<file path="config.mk">
export PLATFORM = sky130hd
export DESIGN_NAME = serial_packet_assembler
export DESIGN_NICKNAME = d
export VERILOG_FILES = /design/src/assembler_pkg.sv /design/src/fifo_if.sv /design/src/serial_packet_assembler.sv /design/src/packet_fifo.sv
export SDC_FILE = /design/constraint.sdc
export NUM_CORES = 1
export LEC_CHECK = 0
export BUFFER_PORTS_ARGS = -buffer_cell sky130_fd_sc_hd__clkbuf_2
export CAP_MARGIN = 20
export CELL_PAD_IN_SITES_DETAIL_PLACEMENT = 1
export CELL_PAD_IN_SITES_GLOBAL_PLACEMENT = 2
export CORE_UTILIZATION = 35
export DETAILED_ROUTE_END_ITERATION = 7
export GPL_TIMING_DRIVEN = 0
export PLACE_DENSITY_LB_ADDON = 0.05
export SETUP_SLACK_MARGIN = 0.15
export SYNTH_ARGS = -nofsm -noshare
export SYNTH_HDL_FRONTEND = slang
export SYNTH_SLANG_ARGS = --single-unit
</file>
<file path="constraint.sdc">
create_clock -name pclk -period 55.4 [get_ports pclk]
set_input_delay 5.54 -clock pclk [delete_from_list [all_inputs] [get_ports pclk]]
set_output_delay 5.54 -clock pclk [all_outputs]
set_load 0.03 [all_outputs]
</file>
<file path="src/assembler_pkg.sv">
package assembler_pkg;

    // Clock and serial timing
    localparam int CLK_HZ        = 50_000_000;
    localparam int OVERSAMPLE    = 16;
    localparam int QUARTER_TICKS = OVERSAMPLE / 4;
    localparam int ADDR_W        = 8;

    // Register byte offsets
    localparam logic [7:0] ADDR_BIT_RATE = 8'h00;
    localparam logic [7:0] ADDR_FORMAT   = 8'h04;
    localparam logic [7:0] ADDR_MIN      = 8'h08;
    localparam logic [7:0] ADDR_MAX      = 8'h0c;
    localparam logic [7:0] ADDR_RETX     = 8'h10;
    localparam logic [7:0] ADDR_GAP      = 8'h14;
    localparam logic [7:0] ADDR_ESCAPE   = 8'h18;
    localparam logic [7:0] ADDR_CONTROL  = 8'h1c;
    localparam logic [7:0] ADDR_STATUS   = 8'h20;
    localparam logic [7:0] ADDR_FILL     = 8'h24;

    // Reset values
    localparam logic [7:0]  DEFAULT_BAUD_CODE   = 8'h0b;
    localparam logic [7:0]  DEFAULT_FORMAT_CODE = 8'h01;
    localparam logic [7:0]  DEFAULT_MIN_BYTES   = 8'h01;
    localparam logic [15:0] DEFAULT_MAX_BYTES   = 16'h0100;
    localparam logic [7:0]  DEFAULT_RETX        = 8'h05;
    localparam logic [7:0]  DEFAULT_GAP_Q       = 8'h0a;
    localparam logic [7:0]  DEFAULT_ESCAPE      = 8'h2b;

    // Status bit positions
    localparam int ST_PARITY  = 0;
    localparam int ST_FRAMING = 1;
    localparam int ST_OVERRUN = 2;
    localparam int ST_ESCAPE  = 3;

    // Serial rates in bits per second
    localparam int RATE_7200 = 7200;
    localparam int RATE_4800 = 4800;
    localparam int RATE_3600 = 3600;
    localparam int RATE_2400 = 2400;
    localparam int RATE_1200 = 1200;
    localparam int RATE_600  = 600;
    localparam int RATE_300  = 300;

    typedef enum logic [2:0] {
        RX_IDLE   = 3'b000,
        RX_START  = 3'b001,
        RX_DATA   = 3'b011,
        RX_PARITY = 3'b010,
        RX_STOP   = 3'b110
    } rx_state_t;

    typedef struct packed {
        logic eight;
        logic parity_en;
        logic parity_odd;
        logic two_stop;
    } char_format_t;

    // Oversample divisor per rate code; unknown codes fall to the default
    function automatic logic [15:0] baud_divisor(input logic [7:0] code);
        int rate;
        unique case (code)
            8'h08:   rate = RATE_7200;
            8'h09:   rate = RATE_4800;
            8'h0a:   rate = RATE_3600;
            8'h0b:   rate = RATE_2400;
            8'h0c:   rate = RATE_1200;
            8'h0d:   rate = RATE_600;
            8'h0e:   rate = RATE_300;
            default: rate = RATE_2400;
        endcase
        return 16'(CLK_HZ / (OVERSAMPLE * rate));
    endfunction

    // Character format per code; unknown codes fall to 8N1
    function automatic char_format_t decode_format(input logic [7:0] code);
        unique case (code)
            8'h02:   return '{1'b1, 1'b0, 1'b0, 1'b1};
            8'h03:   return '{1'b1, 1'b1, 1'b0, 1'b0};
            8'h04:   return '{1'b1, 1'b1, 1'b1, 1'b0};
            8'h05:   return '{1'b0, 1'b0, 1'b0, 1'b0};
            8'h06:   return '{1'b0, 1'b0, 1'b0, 1'b1};
            8'h07:   return '{1'b0, 1'b1, 1'b0, 1'b0};
            8'h08:   return '{1'b0, 1'b1, 1'b1, 1'b0};
            8'h09:   return '{1'b0, 1'b1, 1'b0, 1'b1};
            8'h0a:   return '{1'b0, 1'b1, 1'b1, 1'b1};
            default: return '{1'b1, 1'b0, 1'b0, 1'b0};
        endcase
    endfunction

endpackage

</file>
<file path="src/fifo_if.sv">
`timescale 1ns/1ps
interface fifo_if #(parameter int WIDTH = 9);
    logic             push_valid;
    logic             push_ready;
    logic [WIDTH-1:0] push_data;
    logic             pop_valid;
    logic             pop_ready;
    logic [WIDTH-1:0] pop_data;

    modport fill  (output push_valid, output push_data, input push_ready);
    modport store (input push_valid, input push_data, output push_ready,
                   output pop_valid, output pop_data, input pop_ready);
    modport drain (input pop_valid, input pop_data, output pop_ready);
endinterface

</file>
<file path="src/serial_packet_assembler.sv">
// Notes on behaviour
// - After reset the port runs eight data bits, no parity, one stop.
// - Format codes 1 to 10 select 8N1 through 7O2 in table order.
// - Rate codes 8 to 14 select 7200 down to 300 bits per second.
// - Command mode forces default serial settings; data mode restores them.
// - Minimum packet size 1 to 255, default 1, gates the timeout close.
// - Maximum packet size 1 to 256, default 256, closes a packet when hit.
// - Character timeout counts quarter character times, default 10.
// - Gap timer runs once minimum is collected; long gap sends the data.
// - Retransmission limit, default 5, caps resends after the first send.
// - Buffer closes at max size or at minimum plus timeout, first wins.
// - Escape byte defaults to 43; zero turns escape detection off.
`timescale 1ns/1ps
module serial_packet_assembler #(
    parameter int FIFO_DEPTH = 32
) (
    // Clock and reset
    input  wire logic                          pclk,
    input  wire logic                          presetn,
    // APB slave
    input  wire logic                          psel,
    input  wire logic                          penable,
    input  wire logic                          pwrite,
    input  wire logic [assembler_pkg::ADDR_W-1:0] paddr,
    input  wire logic [31:0]                   pwdata,
    output logic      [31:0]                   prdata,
    output logic                               pready,
    output logic                               pslverr,
    // Serial data from the attached device
    input  wire logic                          serial_rxd,
    // Packet stream toward the radio
    output logic      [7:0]                    pkt_data,
    output logic                               pkt_valid,
    output logic                               pkt_last,
    input  wire logic                          pkt_ready,
    // Side information for the radio
    output logic      [7:0]                    retx_limit,
    output logic                               escape_detected
);
    import assembler_pkg::*;

    typedef struct packed {
        logic [7:0]  bit_rate;
        logic [7:0]  format;
        logic [7:0]  min_bytes;
        logic [15:0] max_bytes;
        logic [7:0]  retx;
        logic [7:0]  gap_q;
        logic [7:0]  escape;
        logic        cmd_mode;
        logic [3:0]  status;
        logic [31:0] prdata;
        logic        pready;
        logic        pslverr;
        logic [15:0] div_cnt;
        rx_state_t   rx_state;
        logic [3:0]  tick_cnt;
        logic [2:0]  bit_cnt;
        logic [7:0]  shift;
        logic        par_acc;
        logic        stop_left;
        logic [7:0]  qdiv;
        logic [7:0]  gap_cnt;
        logic [8:0]  fill;
        logic        hold_valid;
        logic [7:0]  hold_byte;
        logic        close_pend;
        logic        push_valid;
        logic [8:0]  push_data;
        logic        esc_pulse;
    } state_t;

    localparam state_t RESET_STATE = '{
        bit_rate:  DEFAULT_BAUD_CODE,
        format:    DEFAULT_FORMAT_CODE,
        min_bytes: DEFAULT_MIN_BYTES,
        max_bytes: DEFAULT_MAX_BYTES,
        retx:      DEFAULT_RETX,
        gap_q:     DEFAULT_GAP_Q,
        escape:    DEFAULT_ESCAPE,
        rx_state:  RX_IDLE,
        default:   '0
    };

    state_t       r;
    state_t       n;
    char_format_t fmt;
    logic [15:0]  divisor;
    logic [5:0]   char_bits;
    logic [7:0]   quarter_len;
    logic         tick;
    logic         quarter_tick;
    logic         byte_done;
    logic [7:0]   rx_byte;
    logic [3:0]   st_set;
    logic [3:0]   st_clr;
    logic [8:0]   max_lim;
    logic [8:0]   min_lim;
    logic         push_free;
    logic         setup;
    logic         wr;
    logic         mapped;
    logic [31:0]  rd_val;

    fifo_if #(.WIDTH(9)) pkt_q ();

    packet_fifo #(
        .WIDTH (9),
        .DEPTH (FIFO_DEPTH)
    ) u_fifo (
        .pclk    (pclk),
        .presetn (presetn),
        .port    (pkt_q.store)
    );

    always_comb begin
        n            = r;
        n.pready     = 1'b0;
        n.pslverr    = 1'b0;
        n.esc_pulse  = 1'b0;
        tick         = 1'b0;
        quarter_tick = 1'b0;
        byte_done    = 1'b0;
        st_set       = '0;
        st_clr       = '0;
        rd_val       = '0;
        mapped       = 1'b1;

        // Command mode runs the port on defaults, configured values return
        // on leaving it
        divisor = baud_divisor(r.cmd_mode ? DEFAULT_BAUD_CODE
                                          : r.bit_rate);
        fmt = decode_format(r.cmd_mode ? DEFAULT_FORMAT_CODE
                                       : r.format);
        char_bits = 6'd1 + (fmt.eight ? 6'd8 : 6'd7)
                  + {5'b0, fmt.parity_en} + (fmt.two_stop ? 6'd2 : 6'd1);
        quarter_len = 8'(char_bits * QUARTER_TICKS);
        rx_byte = fmt.eight ? r.shift : {1'b0, r.shift[7:1]};
        // Out-of-range sizes are clamped so a packet can never run away
        max_lim = (r.max_bytes == '0 || r.max_bytes > 16'h0100)
                ? 9'h100 : r.max_bytes[8:0];
        min_lim = (r.min_bytes == '0) ? 9'h001 : {1'b0, r.min_bytes};

        // APB: answer one cycle after setup, so no access has a wait state
        setup = psel && !penable;
        wr    = psel && penable && pwrite && r.pready;
        unique case (paddr)
            ADDR_BIT_RATE: rd_val = {24'h0, r.bit_rate};
            ADDR_FORMAT:   rd_val = {24'h0, r.format};
            ADDR_MIN:      rd_val = {24'h0, r.min_bytes};
            ADDR_MAX:      rd_val = {16'h0, r.max_bytes};
            ADDR_RETX:     rd_val = {24'h0, r.retx};
            ADDR_GAP:      rd_val = {24'h0, r.gap_q};
            ADDR_ESCAPE:   rd_val = {24'h0, r.escape};
            ADDR_CONTROL:  rd_val = {31'h0, r.cmd_mode};
            ADDR_STATUS:   rd_val = {28'h0, r.status};
            ADDR_FILL:     rd_val = {23'h0, r.fill};
            default:       mapped = 1'b0;
        endcase
        if (setup) begin
            n.prdata  = rd_val;
            n.pready  = 1'b1;
            n.pslverr = !mapped;
        end
        if (wr) begin
            unique case (paddr)
                ADDR_BIT_RATE: n.bit_rate  = pwdata[7:0];
                ADDR_FORMAT:   n.format    = pwdata[7:0];
                ADDR_MIN:      n.min_bytes = pwdata[7:0];
                ADDR_MAX:      n.max_bytes = pwdata[15:0];
                ADDR_RETX:     n.retx      = pwdata[7:0];
                ADDR_GAP:      n.gap_q     = pwdata[7:0];
                ADDR_ESCAPE:   n.escape    = pwdata[7:0];
                ADDR_CONTROL:  n.cmd_mode  = pwdata[0];
                ADDR_STATUS:   st_clr      = pwdata[3:0];
                default:       n.cmd_mode  = r.cmd_mode;
            endcase
        end

        // Oversample divider; >= copes with a rate change mid-count
        if (r.div_cnt >= divisor - 16'h0001) begin
            n.div_cnt = '0;
            tick      = 1'b1;
        end else begin
            n.div_cnt = r.div_cnt + 16'h0001;
        end

        // Receiver, sampling each bit at its middle
        if (tick) begin
            n.tick_cnt = r.tick_cnt + 4'h1;
            unique case (r.rx_state)
                RX_IDLE: begin
                    n.tick_cnt = '0;
                    if (!serial_rxd) begin
                        n.rx_state = RX_START;
                    end
                end
                RX_START: begin
                    if (r.tick_cnt == 4'h7) begin
                        n.tick_cnt = '0;
                        n.bit_cnt  = '0;
                        n.par_acc  = fmt.parity_odd;
                        n.rx_state = serial_rxd ? RX_IDLE : RX_DATA;
                    end
                end
                RX_DATA: begin
                    if (r.tick_cnt == 4'hf) begin
                        n.shift   = {serial_rxd, r.shift[7:1]};
                        n.par_acc = r.par_acc ^ serial_rxd;
                        n.bit_cnt = r.bit_cnt + 3'h1;
                        if (r.bit_cnt == (fmt.eight ? 3'h7 : 3'h6)) begin
                            n.stop_left = fmt.two_stop;
                            n.rx_state  = fmt.parity_en ? RX_PARITY : RX_STOP;
                        end
                    end
                end
                RX_PARITY: begin
                    if (r.tick_cnt == 4'hf) begin
                        st_set[ST_PARITY] = r.par_acc ^ serial_rxd;
                        n.rx_state = RX_STOP;
                    end
                end
                RX_STOP: begin
                    if (r.tick_cnt == 4'hf) begin
                        st_set[ST_FRAMING] = !serial_rxd;
                        if (r.stop_left && serial_rxd) begin
                            n.stop_left = 1'b0;
                        end else begin
                            byte_done  = serial_rxd;
                            n.rx_state = RX_IDLE;
                        end
                    end
                end
            endcase
        end

        // Quarter character clock for the gap timer
        if (tick) begin
            if (r.qdiv >= quarter_len - 8'h01) begin
                n.qdiv       = '0;
                quarter_tick = 1'b1;
            end else begin
                n.qdiv = r.qdiv + 8'h01;
            end
        end

        // Escape byte watch, zero switches it off
        if (byte_done && r.escape != 8'h00 && rx_byte == r.escape) begin
            st_set[ST_ESCAPE] = 1'b1;
            n.esc_pulse = 1'b1;
        end

        // A drained push frees the slot this very cycle
        push_free = !r.push_valid || pkt_q.push_ready;
        if (r.push_valid && pkt_q.push_ready) begin
            n.push_valid = 1'b0;
        end

        // Newest byte stays in hold so a later timeout can still mark it last
        if (byte_done && !r.cmd_mode) begin
            if (r.hold_valid && !push_free) begin
                st_set[ST_OVERRUN] = 1'b1;
            end else begin
                if (r.hold_valid) begin
                    n.push_valid = 1'b1;
                    n.push_data  = {r.close_pend, r.hold_byte};
                end
                n.hold_valid = 1'b1;
                n.hold_byte  = rx_byte;
                n.fill       = (r.close_pend || !r.hold_valid)
                             ? 9'h001 : r.fill + 9'h001;
                n.close_pend = (n.fill >= max_lim);
                n.gap_cnt    = '0;
            end
        end else if (r.hold_valid && push_free &&
                     (r.close_pend || (r.fill >= min_lim &&
                                       r.gap_cnt > r.gap_q))) begin
            n.push_valid = 1'b1;
            n.push_data  = {1'b1, r.hold_byte};
            n.hold_valid = 1'b0;
            n.close_pend = 1'b0;
            n.fill       = '0;
            n.gap_cnt    = '0;
        end else if (r.hold_valid && r.fill >= min_lim && quarter_tick &&
                     r.gap_cnt != 8'hff) begin
            n.gap_cnt = r.gap_cnt + 8'h01;
        end

        // Sticky status: a new event beats a clear in the same cycle
        n.status = (r.status & ~st_clr) | st_set;
    end

    // Reset loads every default and empties the partial buffer
    always_ff @(posedge pclk or negedge presetn) begin
        if (!presetn) begin
            r <= RESET_STATE;
        end else begin
            r <= n;
        end
    end

    // Queue toward the radio; its full flag stalls the hold register
    assign pkt_q.push_valid = r.push_valid;
    assign pkt_q.push_data  = r.push_data;
    assign pkt_q.pop_ready  = pkt_ready;

    // All outputs come from state registers or the queue's output register
    assign prdata          = r.prdata;
    assign pready          = r.pready;
    assign pslverr         = r.pslverr;
    assign pkt_data        = pkt_q.pop_data[7:0];
    assign pkt_last        = pkt_q.pop_data[8];
    assign pkt_valid       = pkt_q.pop_valid;
    assign retx_limit      = r.retx;
    assign escape_detected = r.esc_pulse;
endmodule

</file>
<file path="src/packet_fifo.sv">
`timescale 1ns/1ps
module packet_fifo #(
    parameter int WIDTH = 9,
    parameter int DEPTH = 32
) (
    // Clock and reset
    input wire logic pclk,
    input wire logic presetn,
    // Both sides
    fifo_if.store    port
);
    localparam int AW = $clog2(DEPTH);

    typedef struct packed {
        logic [DEPTH-1:0][WIDTH-1:0] mem;
        logic [AW-1:0]               wr_ptr;
        logic [AW-1:0]               rd_ptr;
        logic [AW:0]                 count;
        logic                        out_valid;
        logic [WIDTH-1:0]            out_data;
    } fifo_state_t;

    fifo_state_t r;
    fifo_state_t n;
    logic        push;
    logic        take;

    // Output word sits in its own register so the drain side sees flops
    always_comb begin
        n = r;
        push = port.push_valid && (r.count != (AW+1)'(DEPTH));
        take = (r.count != '0) && (!r.out_valid || port.pop_ready);
        if (r.out_valid && port.pop_ready) begin
            n.out_valid = 1'b0;
        end
        if (push) begin
            n.mem[r.wr_ptr] = port.push_data;
            n.wr_ptr = (r.wr_ptr == AW'(DEPTH - 1)) ? '0 : r.wr_ptr + 1'b1;
        end
        if (take) begin
            n.out_data  = r.mem[r.rd_ptr];
            n.out_valid = 1'b1;
            n.rd_ptr = (r.rd_ptr == AW'(DEPTH - 1)) ? '0 : r.rd_ptr + 1'b1;
        end
        n.count = r.count + {{AW{1'b0}}, push} - {{AW{1'b0}}, take};
    end

    always_ff @(posedge pclk or negedge presetn) begin
        if (!presetn) begin
            r <= '0;
        end else begin
            r <= n;
        end
    end

    // Full stalls the filler; empty is shown by a low pop_valid
    assign port.push_ready = (r.count != (AW+1)'(DEPTH));
    assign port.pop_valid  = r.out_valid;
    assign port.pop_data   = r.out_data;
endmodule

</file>
==> PnR_summary.wiki <==
{| class="wikitable"
! Metric !! Value
|-
| Run status || finished clean
|-
| Total Routing Usage GR || 0.2374
|-
| H-tree level count || 2
|-
| Number of hold violations in the final report || 0
|-
| Root buffer cell || sky130_fd_sc_hd__clkbuf_16
|-
| Warnings from Yosys || 0
|-
| Gp weighted congestion || 0.7867
|-
| Global-route wire length before repair || about 210,000 um
|-
| Die ar. || about 0.11 mm^2
|-
| Gate count of the mapped netlist || 3,905
|-
| Footprint of the multi-input gates || 0.02758 mm^2
|-
| Area of the mapped netlist || roughly 0.038 mm^2
|-
| Synthesized area per cell || between 9 and 10 um^2
|-
| Area leader, netlist || sky130_fd_sc_hd__dfrtp_1
|-
| Most common cell on crit path || sky130_fd_sc_hd__buf_4
|-
| Launch point of the worst reg-to-reg path || r[183]
|-
| Setup total negative slack || 0 ps
|-
| Number of enable-type register cells in the synthesized netlist || 0
|-
| Pin count of the biggest net entering global routing || 100
|-
| Post-DP HPWL || around 90,000 um
|-
| Cell at the slowest stage of the critical path || sky130_fd_sc_hd__nor4b_2
|-
| Post-detailed-route wirelength per cell || between 20 and 25 um
|-
| Path category of the worst min-delay check || flip-flop to flip-flop
|-
| Total of fill cells in the finished design || 11,860
|-
| Initial core utilization || 0.3540
|-
| DR iter-0 viols || about 1,500
|-
| Transition time at the pin with the least slew margin || 1268 ps
|-
| Clock-pin transition on the worst setup and hold timing paths || approximately 60 ps
|-
| Fraction of synthesized cell area taken by the top area cell type || 0.3084
|-
| Worst hold slack across all endpoints || 479.7 ps
|-
| Total congestion overflow after global routing || 0
|-
| Setup slack of the worst register-to-register path || 540 ps
|-
| Core outline area || between 0.1 and 0.15 mm^2
|-
| Antenna violations before repair || 1
|-
| Startpoint of the worst hold path || r[58]
|-
| Post-route fraction of the period consumed by the critical path || 0.9902
|-
| Crit Path Category || flip-flop to flip-flop
|-
| Number of flip-flops and latches in the synthesized netlist || roughly 480
|-
| Sum of routed wire length over all layers || 133,400 um
|-
| CTS tree || yes
|-
| Biggest cell delay along the critical path || 660 ps
|-
| Critical path data required time || around 56,000 ps
|-
| Storage element area || between 0.01 and 0.015 mm^2
|-
| Post-DP Area || just over 0.04 mm^2
|-
| Drt pass-1 iters || 5
|-
| Worst-case hold path end point || r[58]
|-
| Clock period minus worst slack || roughly 55,000 ps
|-
| Total placed cells including tap cells || approximately 5,400
|-
| Type of element launching the critical path || flip-flop
|-
| Count of boundary I/O pins || 100
|-
| Maximum clock frequency || around 18 MHz
|-
| Vias in the first global route || about 35,000
|-
| X dimension of the die || between 300 and 400 um
|-
| Proportion of register bits with asynchronous set or reset after synthesis || 1.000
|-
| MaxCap Viol Count || 0
|-
| Via density per instance || roughly 5.5
|-
| DR DRC count || 0
|-
| Kind of cell with the highest combined delay on the critical path || compound AO/OA/AOI/OAI gates
|-
| Critical Path Fanout Max || 10
|-
| Non-filler instance count after layout || a little over 6,000
|-
| Unrepaired setup endpoints after global routing || true
|-
| Slew Limit Fails || 0
|-
| Count of hold buffers inserted by post-cts repair || 0
|-
| Layout overhead on the synthesized area || 31.24%
|-
| Fraction of final layout cells sized beyond drive strength 1 || 0.3896
|-
| Top_reg_cell synth || sky130_fd_sc_hd__dfrtp_1
|-
| Worst reg2reg endpoint || r[35]
|-
| Clk Latency, worst-skew pair || 600 ps
|-
| Worst-case headroom to the max-slew limit || 0.1550
|-
| Most area-consuming cells after synthesis || sky130_fd_sc_hd__dfrtp_1 (31%), sky130_fd_sc_hd__mux2_2 (12%), sky130_fd_sc_hd__ha_1 (8.6%)
|-
| TritonCTS buffer count || between 50 and 60
|-
| Number of buffers between clock root and the deepest sink || 3
|-
| Cell variety after synth || ~130
|-
| Number of vias after detailed routing || approximately 33,000
|-
| Number of rows in the core area || 120
|-
| Seq/Total Area, Yosys || 0.3181
|-
| Antenna-violating nets left || 0
|-
| Number of I/O port buffers || 66
|-
| Die span in y || 331.7 um
|-
| CP arrival || about 55,000 ps
|-
| Clock sink count || 483
|-
| Worst clock skew on the final layout || ~18 ps
|-
| Post-layout instance area || 0.04995 mm^2
|-
| Number of buffer and inverter instances along the worst setup path || 84
|-
| Hold Path Cell Cnt || 1
|-
| Total of endpoints with negative setup slack in the final report || 0
|-
| Final-stage net count || slightly below 5,000
|-
| Worst-case reg-to-reg path depth || between 300 and 400
|-
| Critical Path Sink Type || flip-flop
|}
sequential cells by signal (all words and copies together), names as in the netlist:
signal / flops
pready: 1
r: 132
pslverr: 1
u_fifo.port.pop_valid: 1
pkt_q.push_valid: 1
retx_limit: 8
u_fifo.port.pop_data: 9
pkt_q.push_data: 9
prdata: 16
escape_detected: 1
u_fifo.r: 304
layout by cell type (no fill, tap or decap), types with 84 or more instances in the layout:
master                      n
sky130_fd_sc_hd__inv_1    107
sky130_fd_sc_hd__nand3_1   84
sky130_fd_sc_hd__nor3_1    86
sky130_fd_sc_hd__mux2_2   406
sky130_fd_sc_hd__nor2_1   212
sky130_fd_sc_hd__mux4_2    90
sky130_fd_sc_hd__a21o_1   102
sky130_fd_sc_hd__a21oi_1  149
sky130_fd_sc_hd__dfrtp_1  468
sky130_fd_sc_hd__buf_4    525
sky130_fd_sc_hd__o21ai_0  126
sky130_fd_sc_hd__nand2_1  268
sky130_fd_sc_hd__ha_1     200
cell usage after synthesis (all sizes together), types with 89 or more instances:
master and count:
dfrtp 469, a21o 102, nor3 97, mux2 420, nand2 296, mux4 90
ha 262, a21oi 214, nor2 290, buf 92, inv 120, nand3 102
clkbuf 90, xnor2 89, o21ai 202
timing repair:
| item | 4_1_cts | 5_1_grt |
|---|---|---|
| gates cloned | 7 | 5 |
| buffers inserted | 418 | 108 |
| pin swaps | 257 | 269 |
| gates resized for setup | 427 | 298 |
| endpoints found under the setup margin | 86 | 86 |
how the worst max path moves through the flow:
stage / from / endpoint / slack (ps) / depth (start not counted)
finish: r[183] / r[35] / 540 / 331
global route: r[183] / r[35] / -2030 / 331
CTS: r[183] / r[37] / 100 / 330
detailed placement: r[177] / r[35] / -14000 / 314
global placement: r[184] / r[35] / -15650 / 309
floorplan: r[177] / r[37] / 180 / 315
per-layer routing:
layer,wire length (um),part of all wire,global-route usage
met3,4256,0.032,0.02744
met5,0,0,0
met2,61660,0.46,0.3831
met1,64660,0.48,0.3399
met4,2788,0.021,0.04968
kinds of logic (layout without fill, tap and decap cells):
family / after synthesis / count (layout) / synth area share
AND/OR/NAND/NOR: 1175 / 1179 / 0.1554
AO/OA/AOI/OAI: 946 / 948 / 0.1700
multiplexers: 557 / 557 / 0.1902
flip-flops: 483 / 483 / 0.3181
buffers and inverters: 303 / 1006 / 0.03774
adder cells (fa/ha/maj): 266 / 266 / 0.08825
XOR/XNOR: 174 / 174 / 0.04024
other: 1 / 23 / 0.00009854
final cells by class:
cell class	count	area share
plain buffers	182	0.02686
multi-input cells	3146	0.5522
repair buffers	614	0.1000
well taps	1403	0.03515
diodes	1	0.00005010
clock inverters	18	0.004159
flip-flops and latches	483	0.2424
clock buffers	71	0.02969
inverters	121	0.009469
per-stage QoR:
step	utilization	setup slack, ps
after floorplan	-	175.8
after global placement	0.3766	-15650
after detailed placement	0.3794	-14000
after CTS	0.4437	99.74
after global routing	0.4646	-2028
final	0.4646	540.7
Power is left out: the tool's default activity adds up to more than one toggle a clock period on the data nets, which glitch-free logic cannot reach.
